===== config.mk =====
export PLATFORM = sky130hd
export DESIGN_NAME = seh_host_port
export DESIGN_NICKNAME = d
export VERILOG_FILES = /design/src/pkg/seh_pkg.sv /design/src/rtl/seh_host_port.sv /design/src/rtl/seh_fifo.sv
export VERILOG_INCLUDE_DIRS = /design/src /design/src/pkg
export SDC_FILE = /design/constraint.sdc
export NUM_CORES = 1
export LEC_CHECK = 0
export BUFFER_PORTS_ARGS = -buffer_cell sky130_fd_sc_hd__buf_2
export CAP_MARGIN = 20
export CORE_ASPECT_RATIO = 1.2
export CORE_MARGIN = 1
export CORE_UTILIZATION = 50
export CTS_BUF_LIST = sky130_fd_sc_hd__clkbuf_8
export DETAILED_ROUTE_END_ITERATION = 7
export PLACE_DENSITY_LB_ADDON = 0.15
export SKIP_CTS_REPAIR_TIMING = 1
export SYNTH_ARGS = -nofsm -noshare
export SYNTH_HDL_FRONTEND = slang
export SYNTH_SLANG_ARGS = --single-unit

===== constraint.sdc =====
create_clock -name core_clk -period 3.9 [get_ports core_clk]
set_clock_uncertainty 0.05 [all_clocks]
set_input_delay 0.585 -clock core_clk [delete_from_list [all_inputs] [get_ports core_clk]]
set_output_delay 0.585 -clock core_clk [all_outputs]
set_load 0.01 [all_outputs]

===== src/pkg/seh_cfg.svh =====
`ifndef SEH_CFG_SVH
`define SEH_CFG_SVH
// ----------------------------------------
// widths and field positions
// ----------------------------------------
`define SEH_ADDR_W     6
`define SEH_DATA_W     8
`define SEH_RW_BIT     7
`define SEH_ADDR_HI    6
`define SEH_ADDR_LO    1
`define SEH_BIT_LAST   3'h7
`define SEH_FIFO_DEPTH 4
`define SEH_FIFO_W     14
// ----------------------------------------
// pin vector positions, sampled bundle
// ----------------------------------------
`define SEH_PIN_N      7
`define SEH_P_ALE      0
`define SEH_P_A2       1
`define SEH_P_A1       2
`define SEH_P_A0       3
`define SEH_P_RD       4
`define SEH_P_WR       5
`define SEH_P_CS       6
`endif


===== src/pkg/seh_pkg.sv =====
package seh_pkg;
  typedef enum logic [1:0] {
    SEH_MODE_NONE = 2'b00,
    SEH_MODE_SPI  = 2'b01,
    SEH_MODE_EPP  = 2'b10,
    SEH_MODE_PAR  = 2'b11
  } seh_mode_e;
endpackage


===== src/rtl/seh_host_port.sv =====
`include "seh_cfg.svh"
`timescale 1ns/1ps
`default_nettype none
module seh_host_port (
  input  wire logic                   core_clk,
  input  wire logic                   rst,
  input  wire logic                   reset_powerdown_input,
  output logic                        osc_enable,
  output seh_pkg::seh_mode_e          mode,
  input  wire logic                   address_strobe_low,
  input  wire logic                   a2_pin,
  input  wire logic                   a1_pin,
  input  wire logic                   a0_in,
  output logic                        a0_out,
  output logic                        a0_oe_n,
  input  wire logic                   data_strobe_low,
  input  wire logic                   write_low_pin,
  input  wire logic                   chip_select_low,
  input  wire logic [`SEH_DATA_W-1:0] data_in,
  output logic [`SEH_DATA_W-1:0]      data_out,
  output logic                        data_oe_n,
  output logic                        rd_req,
  output logic [`SEH_ADDR_W-1:0]      rd_addr,
  input  wire logic [`SEH_DATA_W-1:0] rd_data,
  output logic                        wr_valid,
  input  wire logic                   wr_ready,
  output logic [`SEH_ADDR_W-1:0]      wr_addr,
  output logic [`SEH_DATA_W-1:0]      wr_data,
  output logic                        wr_overrun
);
  // ----------------------------------------
  // pin synchronisers
  // ----------------------------------------
  logic [`SEH_PIN_N-1:0]  pin_raw;
  logic [`SEH_PIN_N-1:0]  pin_s1_reg;
  logic [`SEH_PIN_N-1:0]  pin_s2_reg;
  logic [`SEH_PIN_N-1:0]  pin_d_reg;
  logic [`SEH_DATA_W-1:0] dat_s1_reg;
  logic [`SEH_DATA_W-1:0] dat_s2_reg;
  logic [1:0]             rpd_s_reg;

  assign pin_raw = {chip_select_low, write_low_pin, data_strobe_low, a0_in,
                    a1_pin, a2_pin, address_strobe_low};

  always_ff @(posedge core_clk or posedge rst) begin
    if (rst) begin
      pin_s1_reg <= 7'h7f;
      pin_s2_reg <= 7'h7f;
      pin_d_reg  <= 7'h7f;
      dat_s1_reg <= 8'h00;
      dat_s2_reg <= 8'h00;
      rpd_s_reg  <= 2'h3;
    end else begin
      pin_s1_reg <= pin_raw;
      pin_s2_reg <= pin_s1_reg;
      pin_d_reg  <= pin_s2_reg;
      dat_s1_reg <= data_in;
      dat_s2_reg <= dat_s1_reg;
      rpd_s_reg  <= {rpd_s_reg[0], reset_powerdown_input};
    end
  end

  function automatic logic fell(input logic [`SEH_PIN_N-1:0] now,
                                input logic [`SEH_PIN_N-1:0] was, input int idx);
    fell = was[idx] && !now[idx];
  endfunction

  logic rpd;
  assign rpd        = rpd_s_reg[1];
  assign osc_enable = !rpd;

  // ----------------------------------------
  // interface mode detection
  // ----------------------------------------
  seh_pkg::seh_mode_e mode_reg;
  assign mode = mode_reg;

  // high input holds the mode cleared; its fall starts a fresh detection
  always_ff @(posedge core_clk or posedge rst) begin
    if (rst) begin
      mode_reg <= seh_pkg::SEH_MODE_NONE;
    end else if (rpd) begin
      mode_reg <= seh_pkg::SEH_MODE_NONE;
    end else if (mode_reg == seh_pkg::SEH_MODE_NONE) begin
      if (!pin_s2_reg[`SEH_P_A1] && pin_s2_reg[`SEH_P_RD] && pin_s2_reg[`SEH_P_WR]
          && !pin_s2_reg[`SEH_P_CS]) begin
        mode_reg <= seh_pkg::SEH_MODE_SPI;
      end else if (pin_s2_reg[`SEH_P_A2] && pin_s2_reg[`SEH_P_A1]) begin
        mode_reg <= seh_pkg::SEH_MODE_EPP;
      end else begin
        mode_reg <= seh_pkg::SEH_MODE_PAR;
      end
    end
  end

  // ----------------------------------------
  // serial slave: ale=select, a2=clock, a0=mosi
  // ----------------------------------------
  logic                   spi_act;
  logic                   sck_rise;
  logic                   sck_fall;
  logic [2:0]             bit_cnt_reg;
  logic [7:0]             rx_sh_reg;
  logic [7:0]             tx_sh_reg;
  logic                   first_reg;
  logic                   is_read_reg;
  logic [`SEH_ADDR_W-1:0] wa_reg;
  logic                   byte_done_reg;
  logic [7:0]             byte_reg;
  logic                   rd_pend_reg;

  assign spi_act  = (mode_reg == seh_pkg::SEH_MODE_SPI) && !pin_s2_reg[`SEH_P_ALE];
  assign sck_rise = pin_s2_reg[`SEH_P_A2] && !pin_d_reg[`SEH_P_A2];
  assign sck_fall = fell(pin_s2_reg, pin_d_reg, `SEH_P_A2);

  always_ff @(posedge core_clk or posedge rst) begin
    if (rst) begin
      bit_cnt_reg   <= 3'h0;
      rx_sh_reg     <= 8'h00;
      byte_done_reg <= 1'b0;
      byte_reg      <= 8'h00;
    end else begin
      byte_done_reg <= 1'b0;
      if (!spi_act) begin
        bit_cnt_reg <= 3'h0;
      end else if (sck_rise) begin
        rx_sh_reg   <= {rx_sh_reg[6:0], pin_s2_reg[`SEH_P_A0]};
        bit_cnt_reg <= bit_cnt_reg + 3'h1;
        if (bit_cnt_reg == `SEH_BIT_LAST) begin
          byte_done_reg <= 1'b1;
          byte_reg      <= {rx_sh_reg[6:0], pin_s2_reg[`SEH_P_A0]};
        end
      end
    end
  end

  // first byte picks direction and write address; later bytes follow it, reads take each byte's own address
  always_ff @(posedge core_clk or posedge rst) begin
    if (rst) begin
      first_reg   <= 1'b1;
      is_read_reg <= 1'b0;
      wa_reg      <= 6'h00;
    end else if (!spi_act) begin
      first_reg <= 1'b1;
    end else if (byte_done_reg && first_reg) begin
      first_reg   <= 1'b0;
      is_read_reg <= byte_reg[`SEH_RW_BIT];
      wa_reg      <= byte_reg[`SEH_ADDR_HI:`SEH_ADDR_LO];
    end
  end

  // no shift on the fall after the eighth rise: reload lands there
  always_ff @(posedge core_clk or posedge rst) begin
    if (rst) begin
      tx_sh_reg <= 8'h00;
    end else if (!spi_act) begin
      tx_sh_reg <= 8'h00;
    end else if (rd_pend_reg) begin
      tx_sh_reg <= rd_data;
    end else if (sck_fall && bit_cnt_reg != 3'h0) begin
      tx_sh_reg <= {tx_sh_reg[6:0], 1'b0};
    end
  end

  // ----------------------------------------
  // handshake parallel mode
  // ----------------------------------------
  logic                   epp_mode;
  logic                   ds_act;
  logic                   ds_fall;
  logic                   as_fall;
  logic                   wait_def_reg;
  logic                   wait_reg;
  logic [`SEH_ADDR_W-1:0] epp_addr_reg;
  logic [7:0]             epp_dat_reg;
  logic                   epp_rd_reg;

  assign epp_mode = (mode_reg == seh_pkg::SEH_MODE_EPP);
  // chip select tied low when the gating is unused
  assign ds_act   = !pin_s2_reg[`SEH_P_RD] && !pin_s2_reg[`SEH_P_CS];
  assign ds_fall  = ds_act && (pin_d_reg[`SEH_P_RD] || pin_d_reg[`SEH_P_CS]);
  assign as_fall  = fell(pin_s2_reg, pin_d_reg, `SEH_P_ALE);

  always_ff @(posedge core_clk or posedge rst) begin
    if (rst) begin
      wait_def_reg <= 1'b0;
    end else if (rpd || !epp_mode) begin
      wait_def_reg <= 1'b0;
    end else if (as_fall) begin
      wait_def_reg <= 1'b1;
    end
  end

  always_ff @(posedge core_clk or posedge rst) begin
    if (rst) begin
      wait_reg     <= 1'b0;
      epp_addr_reg <= 6'h00;
      epp_dat_reg  <= 8'h00;
      epp_rd_reg   <= 1'b0;
    end else begin
      wait_reg <= epp_mode && (ds_act || !pin_s2_reg[`SEH_P_ALE]);
      if (epp_mode && as_fall && !pin_s2_reg[`SEH_P_WR]) begin
        epp_addr_reg <= dat_s2_reg[`SEH_ADDR_W-1:0];
      end
      if (epp_mode && ds_fall) begin
        epp_rd_reg <= pin_s2_reg[`SEH_P_WR];
      end else if (!ds_act) begin
        epp_rd_reg <= 1'b0;
      end
      if (rd_pend_reg && epp_mode) begin
        epp_dat_reg <= rd_data;
      end
    end
  end

  assign a0_out  = wait_reg;
  assign a0_oe_n = !(epp_mode && wait_def_reg);

  // ----------------------------------------
  // register read requests and write stream
  // ----------------------------------------
  logic                   push;
  logic [`SEH_FIFO_W-1:0] push_data;
  logic                   push_ready;
  logic                   rd_req_reg;
  logic [`SEH_ADDR_W-1:0] rd_addr_reg;

  always_ff @(posedge core_clk or posedge rst) begin
    if (rst) begin
      rd_req_reg  <= 1'b0;
      rd_addr_reg <= 6'h00;
      rd_pend_reg <= 1'b0;
    end else begin
      rd_pend_reg <= rd_req_reg;
      rd_req_reg  <= 1'b0;
      if (byte_done_reg && (first_reg ? byte_reg[`SEH_RW_BIT] : is_read_reg)) begin
        rd_req_reg  <= 1'b1;
        rd_addr_reg <= byte_reg[`SEH_ADDR_HI:`SEH_ADDR_LO];
      end else if (epp_mode && ds_fall && pin_s2_reg[`SEH_P_WR]) begin
        rd_req_reg  <= 1'b1;
        rd_addr_reg <= epp_addr_reg;
      end
    end
  end

  assign rd_req  = rd_req_reg;
  assign rd_addr = rd_addr_reg;

  // a serial master cannot be stalled: a full buffer drops and flags
  assign push = (byte_done_reg && !first_reg && !is_read_reg)
                || (epp_mode && ds_fall && !pin_s2_reg[`SEH_P_WR]);
  assign push_data = (mode_reg == seh_pkg::SEH_MODE_SPI) ? {wa_reg, byte_reg}
                     : {epp_addr_reg, dat_s2_reg};
  assign wr_overrun = push && !push_ready;

  seh_fifo #(.W(`SEH_FIFO_W), .D(`SEH_FIFO_DEPTH)) u_fifo (
    .clk       (core_clk),
    .rst       (rst),
    .in_valid  (push),
    .in_ready  (push_ready),
    .in_data   (push_data),
    .out_valid (wr_valid),
    .out_ready (wr_ready),
    .out_data  ({wr_addr, wr_data})
  );

  assign data_out  = (mode_reg == seh_pkg::SEH_MODE_SPI) ? {7'h00, tx_sh_reg[7]} : epp_dat_reg;
  assign data_oe_n = !(spi_act || (epp_mode && epp_rd_reg && ds_act));
endmodule // seh_host_port
`default_nettype wire


===== src/rtl/seh_fifo.sv =====
`timescale 1ns/1ps
`default_nettype none
module seh_fifo #(
  parameter int W = 14,
  parameter int D = 4
) (
  input  wire logic         clk,
  input  wire logic         rst,
  input  wire logic         in_valid,
  output logic              in_ready,
  input  wire logic [W-1:0] in_data,
  output logic              out_valid,
  input  wire logic         out_ready,
  output logic [W-1:0]      out_data
);
  localparam int AW = (D > 1) ? $clog2(D) : 1;
  logic [W-1:0]  mem_reg [D];
  logic [AW-1:0] wr_ptr_reg;
  logic [AW-1:0] rd_ptr_reg;
  logic [AW:0]   count_reg;
  logic          push;
  logic          pop;

  assign in_ready  = (count_reg != (AW+1)'(D));
  assign out_valid = (count_reg != '0);
  assign push      = in_valid && in_ready;
  assign pop       = out_valid && out_ready;
  assign out_data  = mem_reg[rd_ptr_reg];

  always_ff @(posedge clk) begin
    if (push) begin
      mem_reg[wr_ptr_reg] <= in_data;
    end
  end

  // pointers wrap by compare, depth need not be a power of two
  always_ff @(posedge clk or posedge rst) begin
    if (rst) begin
      wr_ptr_reg <= '0;
      rd_ptr_reg <= '0;
      count_reg  <= '0;
    end else begin
      if (push) begin
        wr_ptr_reg <= (wr_ptr_reg == AW'(D-1)) ? '0 : wr_ptr_reg + 1'b1;
      end
      if (pop) begin
        rd_ptr_reg <= (rd_ptr_reg == AW'(D-1)) ? '0 : rd_ptr_reg + 1'b1;
      end
      count_reg <= count_reg + (AW+1)'(push) - (AW+1)'(pop);
    end
  end
endmodule // seh_fifo
`default_nettype wire


# After elaboration in Yosys (flattened, before gate mapping)
# Memory sizes are Yosys's and may differ from the RTL's.
# Cells that the tools add are included.
[op_classes]
addsub = 5
n_reduce_logical = 56
n_eq_ne = 10
n_mux = 29
[ops]
columns = ["operator", "n"]
rows = [
  ["2-to-1 mux 8 bit", 4],
  ["logical AND 1 bit", 28],
  ["2-to-1 mux 1 bit", 15],
  ["logical NOT 1 bit", 14],
  ["2-to-1 mux 14 bit", 1],
  ["2-to-1 mux 6 bit", 2],
  ["2-to-1 mux 2 bit", 5],
  ["equality test 2 bit, second input constant", 3],
  ["2-to-1 mux 3 bit", 2],
  ["inequality test 2 x 1 -> 1 bit, second input constant", 3],
  ["nonzero test 2 bit", 3],
  ["nonzero test 3 bit", 2],
  ["logical OR 1 bit", 5],
  ["adder 2 x 1 -> 2 bit, second input constant", 2],
  ["AND reduction 2 bit", 2],
  ["adder 3 x 1 -> 3 bit", 1],
  ["adder 3 x 1 -> 3 bit, second input constant", 1],
  ["equality test 3 bit, second input constant", 1],
  ["inequality test 3 x 1 -> 1 bit, second input constant", 1],
  ["inequality test 3 bit, second input constant", 1],
  ["AND reduction 3 bit", 1],
  ["subtractor 3 x 1 -> 3 bit", 1],
  ["equality test 2 x 1 -> 1 bit, second input constant", 1],
  ["logical NOT 2 bit", 1],
]
[totals]
out_inout_bits = 37
register_bits = 108
n_memories = 1
wordCells = 127
mem_bits_rw = 56
input_bits = 27
[mem_list]
columns = ["memory", "depth", "width", "rd", "rd_clocked_by_memory_dff", "wr", "line_no", "text"]
rows = [
  ["u_fifo.mem_reg", 4, 14, 1, 0, 1, "seh_fifo.sv:17", "logic [W-1:0] mem_reg [D];"],
]

# Depth between registers and ports, before layout
# Gate-level depths: netlist (run 1).
[depth]
depth_word = 9
depth_mapped = 10
depth_no_buf = 10

# Modules after synthesis
# From an unflattened synthesis (run 1), not the netlist that was laid out.
[hier_totals]
hier_cells = 393
area_unflattened_um2 = 6343.6
[by_module_without_submodules]
columns = ["module", "cells_per_inst", "instances", "area_per_inst_um2", "seq_area_each_um2"]
rows = [
  ["seh_host_port", 279, 1, 3843.7, 2478.6],
  ["seh_fifo", 114, 1, 2499.9, 1856.8],
]

# Worst setup path after synthesis (run 1)
# No wires, ideal clock.
[synth_timing]
path_kind = "register to register"
from = "register u_fifo.count_reg[2]"
to = "register u_fifo.count_reg[2]"
path_slack_ns = 1.593
path_buffers = 0
arrival_time_ns = 2.133
required_ns = 3.726
setup_ns = 0.124
synth_period_minus_slack_ns = 2.307
path_stages_with_launch = 11
path_cell_list = "dfrtp_1 -> or3_1 -> nand2_1 -> inv_1 -> ha_1 -> inv_1 -> ha_1 -> inv_1 -> fa_1 -> xnor2_1 -> xnor2_1"
[synth_between]
elab_cells_between_ends = 6
classes_between = "add/sub: 2; eq/ne: 1; reduce/logical: 3"
[synth_rtl]
columns = ["element", "line_no", "text"]
rows = [
  ["from (decl)", "seh_fifo.sv:20", "logic [AW:0] count_reg;"],
  ["from (signal assigned)", "seh_fifo.sv:49", "count_reg <= count_reg + (AW+1)'(push) - (AW+1)'(pop);"],
  ["nonzero test 3 bit", "seh_fifo.sv:25", "assign out_valid = (count_reg != '0);"],
  ["via wr_valid", "seh_host_port.sv:25", "output logic wr_valid,"],
  ["logical AND 1 bit", "seh_fifo.sv:27", "assign pop = out_valid && out_ready;"],
  ["via u_fifo.pop", "seh_fifo.sv:22", "logic pop;"],
  ["subtractor 3 x 1 -> 3 bit", "seh_fifo.sv:49", ""],
]
# The timed path passes the listed nets, and every way through them passes these cells.
# A chain may end at the register's enable or synchronous reset.

# Final worst setup path (run 1)
[layout_timing]
from = "register u_fifo.rd_ptr_reg[0]"
to = "output wr_data[7]"
[layout_between]
elab_chain_cells = 1
[layout_lines]
columns = ["element", "line_no", "text"]
rows = [
  ["from (decl)", "seh_fifo.sv:19", "logic [AW-1:0] rd_ptr_reg;"],
  ["from (signal assigned)", "seh_fifo.sv:47", "rd_ptr_reg <= (rd_ptr_reg == AW'(D-1)) ? '0 : rd_ptr_reg + 1'b1;"],
  ["memory read (4 x 14 bit)", "n/a", ""],
  ["to (decl)", "seh_host_port.sv:28", "output logic [`SEH_DATA_W-1:0] wr_data,"],
]
# Every way passes these cells.

==> impl_metrics.csv, run 1 <==
group,metric,value,unit
synth,netlist_area,0.006228,mm²
cells_and_area,fin_cells,623,
synth,synth-seq-cells,161,
clock_network,clockBufferDepth,2,
global_routing,grt_max_degree,45,
cells_and_area,drive_gt1_share,40.26,%
synth,syn_avg_cell_area,16.57,µm²
clock_network,clock_sinks,161,
power,peakVddDrop,0.3044,mV
setup_path,path_cells,"mux4_2 -> buf_2",
route,drc_errors,0,
sta,fin_crit,2758,ps
route,drt_iter0_markers,102,
synth,synthTopCellsByArea,"dfrtp_1 34%, edfxtp_1 27%, dfstp_2 8.9%",
global_routing,top_usage_layer,"met2",
route,wl,9.759,mm
setup_path,cp.buffers_inverters,1,
route,wl_per_cell,15.66,µm
power,power_density,530.6,mW/mm²
setup_path,critPathCaptureType,"output pin",
floorplanning,fp-row-count,44,
clock_network,htree_levels,4,
floorplanning,dieArea,0.01291,mm²
placed_design,gp_congestion,0.7096,
global_routing,met2_usage,27.73,%
flow_run,drv_cap,0,
setup_path,critPathMaxStageDelay,940,ps
placed_design,portBuffers,63,
clock_network,cts_buffers,17,
setup_path,cp.required,3260,ps
floorplanning,die_w,103.9,µm
route,vias_per_cell,5.061,
synth,yosysWarningCount,0,
synth,synth_cell_types,43,
sta,tightest_slew,905.0,ps
sta,drv_slew,0,
global_routing,gr-total-overflow,0,
global_routing,antenna_found_initial,0,
cells_and_area,largest_register_ffs,56,
cells_and_area,final_area,0.007049,mm²
sta,post-route-period-util,70.72,%
setup_path,cp-start-kind,"flop",
synth,synth_top_area_share,33.75,%
setup_path,arrival,2120,ps
placed_design,place_ws,1516,ps
global_routing,grt_pass1_wl,16.57,mm
placed_design,place_inst,591,
cells_and_area,ff_latch_area,0.004335,mm²
sta,timing.final.ws_setup,1142,ps
global_routing,grt_pass1_vias,3284,
cells_and_area,antennaDiodeCount,0,
sta,setup-violations-final,0,
synth,syn_inst,376,
route,drtPass1Iterations,4,
clock_network,path_clk_slew,80,ps
placed_design,hpwl,6.839,mm
sta,slew_headroom,39.66,%
floorplanning,die_h,124.3,µm
global_routing,gr-usage-met1,21.50,%
setup_path,slowest_stage,"dfrtp_1",
placed_design,placed_cell_area,0.006705,mm²
floorplanning,start_util,51.43,%
cells_and_area,multi_input_area,0.001772,mm²
sta,max_freq,362.6,MHz
cells_and_area,fill_cells,975,
global_routing,met3_usage,4.082,%
sta,tns,0,ps
setup_path,crit_type,"flop to output pin",
power,p_leak,3.102,nW
floorplanning,ios,64,
min_path,worst_hold_path_type,"input port to async pin",
synth,syn-num-nets,414,
floorplanning,core-area,0.01211,mm²
sta,rsz0062_at_grt,"false",
setup_path,crit_fanout,17,
cells_and_area,fin_nets,487,
setup_path,path_delay_family,"flip-flops",
clock_network,cts_tree,"yes",
status,status,"completed",
clock_network,clk_latency,430,ps
synth,yosys.area.top_type,"dfrtp_1",
synth,yosysSeqAreaShare,69.61,%
route,final_antenna_net_count,0,
cells_and_area,area_growth,13.18,%
sta,finalHoldViolCount,0,
route,routed-via-count,3153,
clock_network,clockRootBuffer,"clkbuf_8",
global_routing,grt.total_usage,16.72,%
-- power breakdown --
part	switching, W	total (W)	internal, W
sequential	0.000154	0.00206	0.00191
clock	0.000605	0.00105	0.000443
combinational	0.000272	0.000630	0.000358
-- layer usage --
metal,wire [µm],vias to the layer above,part of all wire [%]
met1,4369,1578,45
met5,0,-,0
met2,4974,65,51
met4,101,0,1.0
met3,314,10,3.2
li1,-,1500,-
-- cell type report --
class	instances	area share [%]
multi-input combinational	188	25.13
tap	161	2.858
clock buffer	17	3.319
sequential	161	61.50
clock inverter	15	1.562
timing repair buffer	66	4.792
inverter	15	0.8342
-- synth_stat cells, drive strengths merged --
| library cell | instances |
|---|---|
| a21o | 1 |
| a21oi | 18 |
| a31oi | 2 |
| and2 | 11 |
| and2b | 1 |
| and3 | 1 |
| buf | 8 |
| clkbuf | 4 |
| dfrtp | 84 |
| dfstp | 21 |
| edfxtp | 56 |
| fa | 1 |
| ha | 10 |
| inv | 15 |
| mux2 | 55 |
| mux2i | 14 |
| mux4 | 14 |
| nand2 | 9 |
| nand2b | 3 |
| nand3 | 3 |
| nand3b | 1 |
| nand4 | 1 |
| nor2 | 21 |
| nor2b | 1 |
| nor3 | 2 |
| nor3b | 2 |
| nor4bb | 1 |
| o211ai | 1 |
| o21a | 1 |
| o21ai | 8 |
| or2 | 1 |
| or2b | 1 |
| or3 | 1 |
| xnor2 | 3 |
-- metrics by stage --
| step | power, W | utilization, % | hold slack, ps |
|---|---|---|---|
| 6_report | 0.003740 | 58.20 | 146.6 |
| 5_1_grt | 0.003941 | 58.20 | 165.0 |
| 4_1_cts | 0.003796 | 58.20 | 150.8 |
| 3_5_place_dp | 0.002744 | 55.36 | 287.1 |
| 3_3_place_gp | 0.002726 | 55.36 | 285.8 |
| 2_1_floorplan | 0.002532 | - | 281.2 |
-- cell families (layout without fill, tap and decap cells) --
kind of cell | Yosys count | count (layout) | share of synthesized area (%)
multiplexers | 83 | 83 | 17.68
XOR/XNOR | 3 | 3 | 0.4219
flip-flops | 161 | 161 | 69.61
AO/OA/AOI/OAI | 31 | 31 | 2.712
buffers and inverters | 27 | 113 | 1.948
AND/OR/NAND/NOR | 60 | 60 | 5.304
adder cells (fa/ha/maj) | 11 | 11 | 2.330
-- placed cells by master (no fill, tap or decap), types with 2 or more instances in the layout --
| cell | instances |
|---|---|
| inv_1 | 14 |
| edfxtp_1 | 56 |
| nand2b_1 | 3 |
| mux2_4 | 7 |
| clkbuf_8 | 17 |
| and2_1 | 11 |
| mux2_2 | 41 |
| mux2_1 | 7 |
| buf_4 | 3 |
| a31oi_1 | 2 |
| mux4_2 | 14 |
| xnor2_1 | 3 |
| o21ai_0 | 8 |
| dfstp_2 | 21 |
| a21oi_1 | 17 |
| mux2i_1 | 14 |
| clkinvlp_4 | 3 |
| nand2_1 | 8 |
| clkinv_4 | 4 |
| nor3_1 | 2 |
| nand3_1 | 2 |
| clkinv_1 | 2 |
| inv_6 | 4 |
| nor2_1 | 20 |
| dfrtp_1 | 84 |
| nor3b_1 | 2 |
| ha_1 | 10 |
| buf_2 | 63 |
-- final timing paths --
| check | start | end | slack, ps | cells after the start |
|---|---|---|---|---|
| worst max-delay path | u_fifo.rd_ptr_reg[0] | wr_data[7] | 1140 | 2 |
| worst min-delay path | rst | dat_s1_reg[0] | 150 | 2 |
| worst max register to register | u_fifo.count_reg[2] | u_fifo.count_reg[2] | 1520 | 10 |
| worst min register to register | dat_s1_reg[7] | dat_s2_reg[7] | 290 | 0 |
| max in group asynchronous | rst | pin_s1_reg[1] | 2810 | 3 |
| min in group core_clk | data_strobe_low | pin_s1_reg[4] | 190 | 1 |
(Power assumes the default switching activity.)
==> run 2: changes to the inputs <==
clock period = 2.4 ns   (was 3.9 ns; I/O delays follow)
==> impl_metrics.csv, run 2 (synthesis results as in run 1) <==
group,metric,value,unit
route,routed-via-count,3222,
global_routing,grt_pass1_vias,3370,
floorplanning,die_h,124.3,µm
global_routing,grt_pass1_wl,16.77,mm
clock_network,cts_tree,"yes",
global_routing,grt.total_usage,17.10,%
placed_design,gp_congestion,0.7311,
cells_and_area,fill_cells,976,
floorplanning,dieArea,0.01291,mm²
floorplanning,fp-row-count,44,
sta,drv_slew,0,
route,wl,10.28,mm
cells_and_area,fin_cells,651,
route,drtPass1Iterations,4,
cells_and_area,antennaDiodeCount,0,
route,drc_errors,0,
floorplanning,ios,64,
placed_design,portBuffers,63,
setup_path,crit_fanout,4,
sta,post-route-period-util,94.82,%
power,p_leak,3.290,nW
cells_and_area,largest_register_ffs,56,
clock_network,path_clk_slew,80,ps
clock_network,clockRootBuffer,"clkbuf_8",
sta,setup-violations-final,0,
cells_and_area,layout_common_cells,"84 x dfrtp_1, 63 x buf_2, 56 x edfxtp_1",
sta,tightest_slew,694.3,ps
sta,tns,0,ps
status,status,"completed",
route,final_antenna_net_count,0,
floorplanning,die_w,103.9,µm
setup_path,crit_start,"u_fifo.count_reg[2]",
route,vias_per_cell,4.949,
sta,max_freq,439.4,MHz
setup_path,cp-start-kind,"flop",
sta,finalHoldViolCount,0,
sta,fin_crit,2276,ps
min_path,worst_hold_path_type,"input port to flop",
sta,rsz0062_at_grt,"false",
clock_network,htree_levels,4,
setup_path,arrival,2550,ps
setup_path,crit_type,"flop to flop",
global_routing,gr-total-overflow,0,
cells_and_area,layout_commonest_cell,"dfrtp_1",
placed_design,hpwl,7.080,mm
global_routing,antenna_found_initial,0,
cells_and_area,fin_nets,516,
placed_design,place_inst,603,
route,drt_iter0_markers,109,
power,peakVddDrop,0.4162,mV
clock_network,cts_buffers,17,
flow_run,drv_cap,0,
route,wl_per_cell,15.78,µm
floorplanning,start_util,51.43,%
cells_and_area,area_growth,18.84,%
global_routing,grt_max_degree,46,
clock_network,clockBufferDepth,2,
setup_path,critPathCaptureType,"flop",
sta,slew_headroom,53.71,%
clock_network,clk_latency,430,ps
power,power_density,882.6,mW/mm²
cells_and_area,drive_gt1_share,40.20,%
min_path,worstHoldStart,"rd_data[4]",
clock_network,clock_sinks,161,
setup_path,cp.required,2670,ps
setup_path,reg2reg_from,"u_fifo.count_reg[2]",
floorplanning,core-area,0.01211,mm²
==> run 2: cell count changes in the layout (fill, tap and decap cells not counted), sizes merged <==
cell and change:
clkinv -3, bufinv +4, buf +12, dlygate4sd3 +17
clkinvlp -1, inv -1
==> run 2: power breakdown <==
part           leakage [nW]  total, W  switching [W]  internal (W)
logic                  1.26   0.00124       0.000575      0.000661
registers              1.81   0.00328       0.000178       0.00310
clock network         0.214   0.00202       0.000910       0.00111
==> run 2: worst max-delay path, stage by stage, from the launching register on <==
cell     delay (ps)
dfrtp_1         380
or3_1           400
nand2_2         120
inv_1            50
ha_1            280
inv_1            60
ha_1            130
inv_1            50
fa_2            360
xnor2_2         160
xnor2_1         120
==> run 2: area by class of cell <==
cell class	instances	area, µm²	share of cell area [%]
clock inverter	14	176.4	2.383
multi-input combinational	188	1784	24.10
tap	161	201.4	2.721
sequential	161	4335	58.57
inverter	15	60.06	0.8114
timing repair buffer	95	610.6	8.249
clock buffer	17	234.0	3.161
==> run 2: worst paths after layout <==
| path | slack, ps | end | cells after the start |
|---|---|---|---|
| setup / recovery | 120 | u_fifo.count_reg[2] | 10 |
| setup reg to reg | 120 | u_fifo.count_reg[2] | 10 |
| hold reg to reg | 300 | dat_s2_reg[2] | 0 |
| hold / removal | 120 | epp_dat_reg[4] | 2 |
| max in group asynchronous | 1200 | pin_d_reg[1] | 4 |
| min in group asynchronous | 430 | rd_addr[0] | 3 |
==> run 2: stage by stage <==
stage | hold slack [ps] | util [%] | setup WS [ps] | cell area, µm² | power, W
2_1_floorplan | 281.2 | - | 92.87 | 6232 | 0.004115
3_3_place_gp | 282.7 | 56.22 | 175.7 | 6809 | 0.004504
3_5_place_dp | 284.7 | 56.22 | 110.4 | 6809 | 0.004548
4_1_cts | -150.7 | 59.61 | 91.79 | 7219 | 0.006569
5_1_grt | 102.5 | 61.12 | 21.59 | 7402 | 0.006853
6_report | 120.2 | 61.12 | 124.2 | 7402 | 0.006533
==> run 2: layer usage <==
| metal | vias to the layer above | routed length, µm | global-route usage, % |
|---|---|---|---|
| li1 | 1550 | - | - |
| met1 | 1607 | 4423 | 20.51 |
| met2 | 54 | 5416 | 29.84 |
| met3 | 11 | 290 | 4.239 |
| met4 | 0 | 144 | 6.218 |
| met5 | - | 0 | 0 |
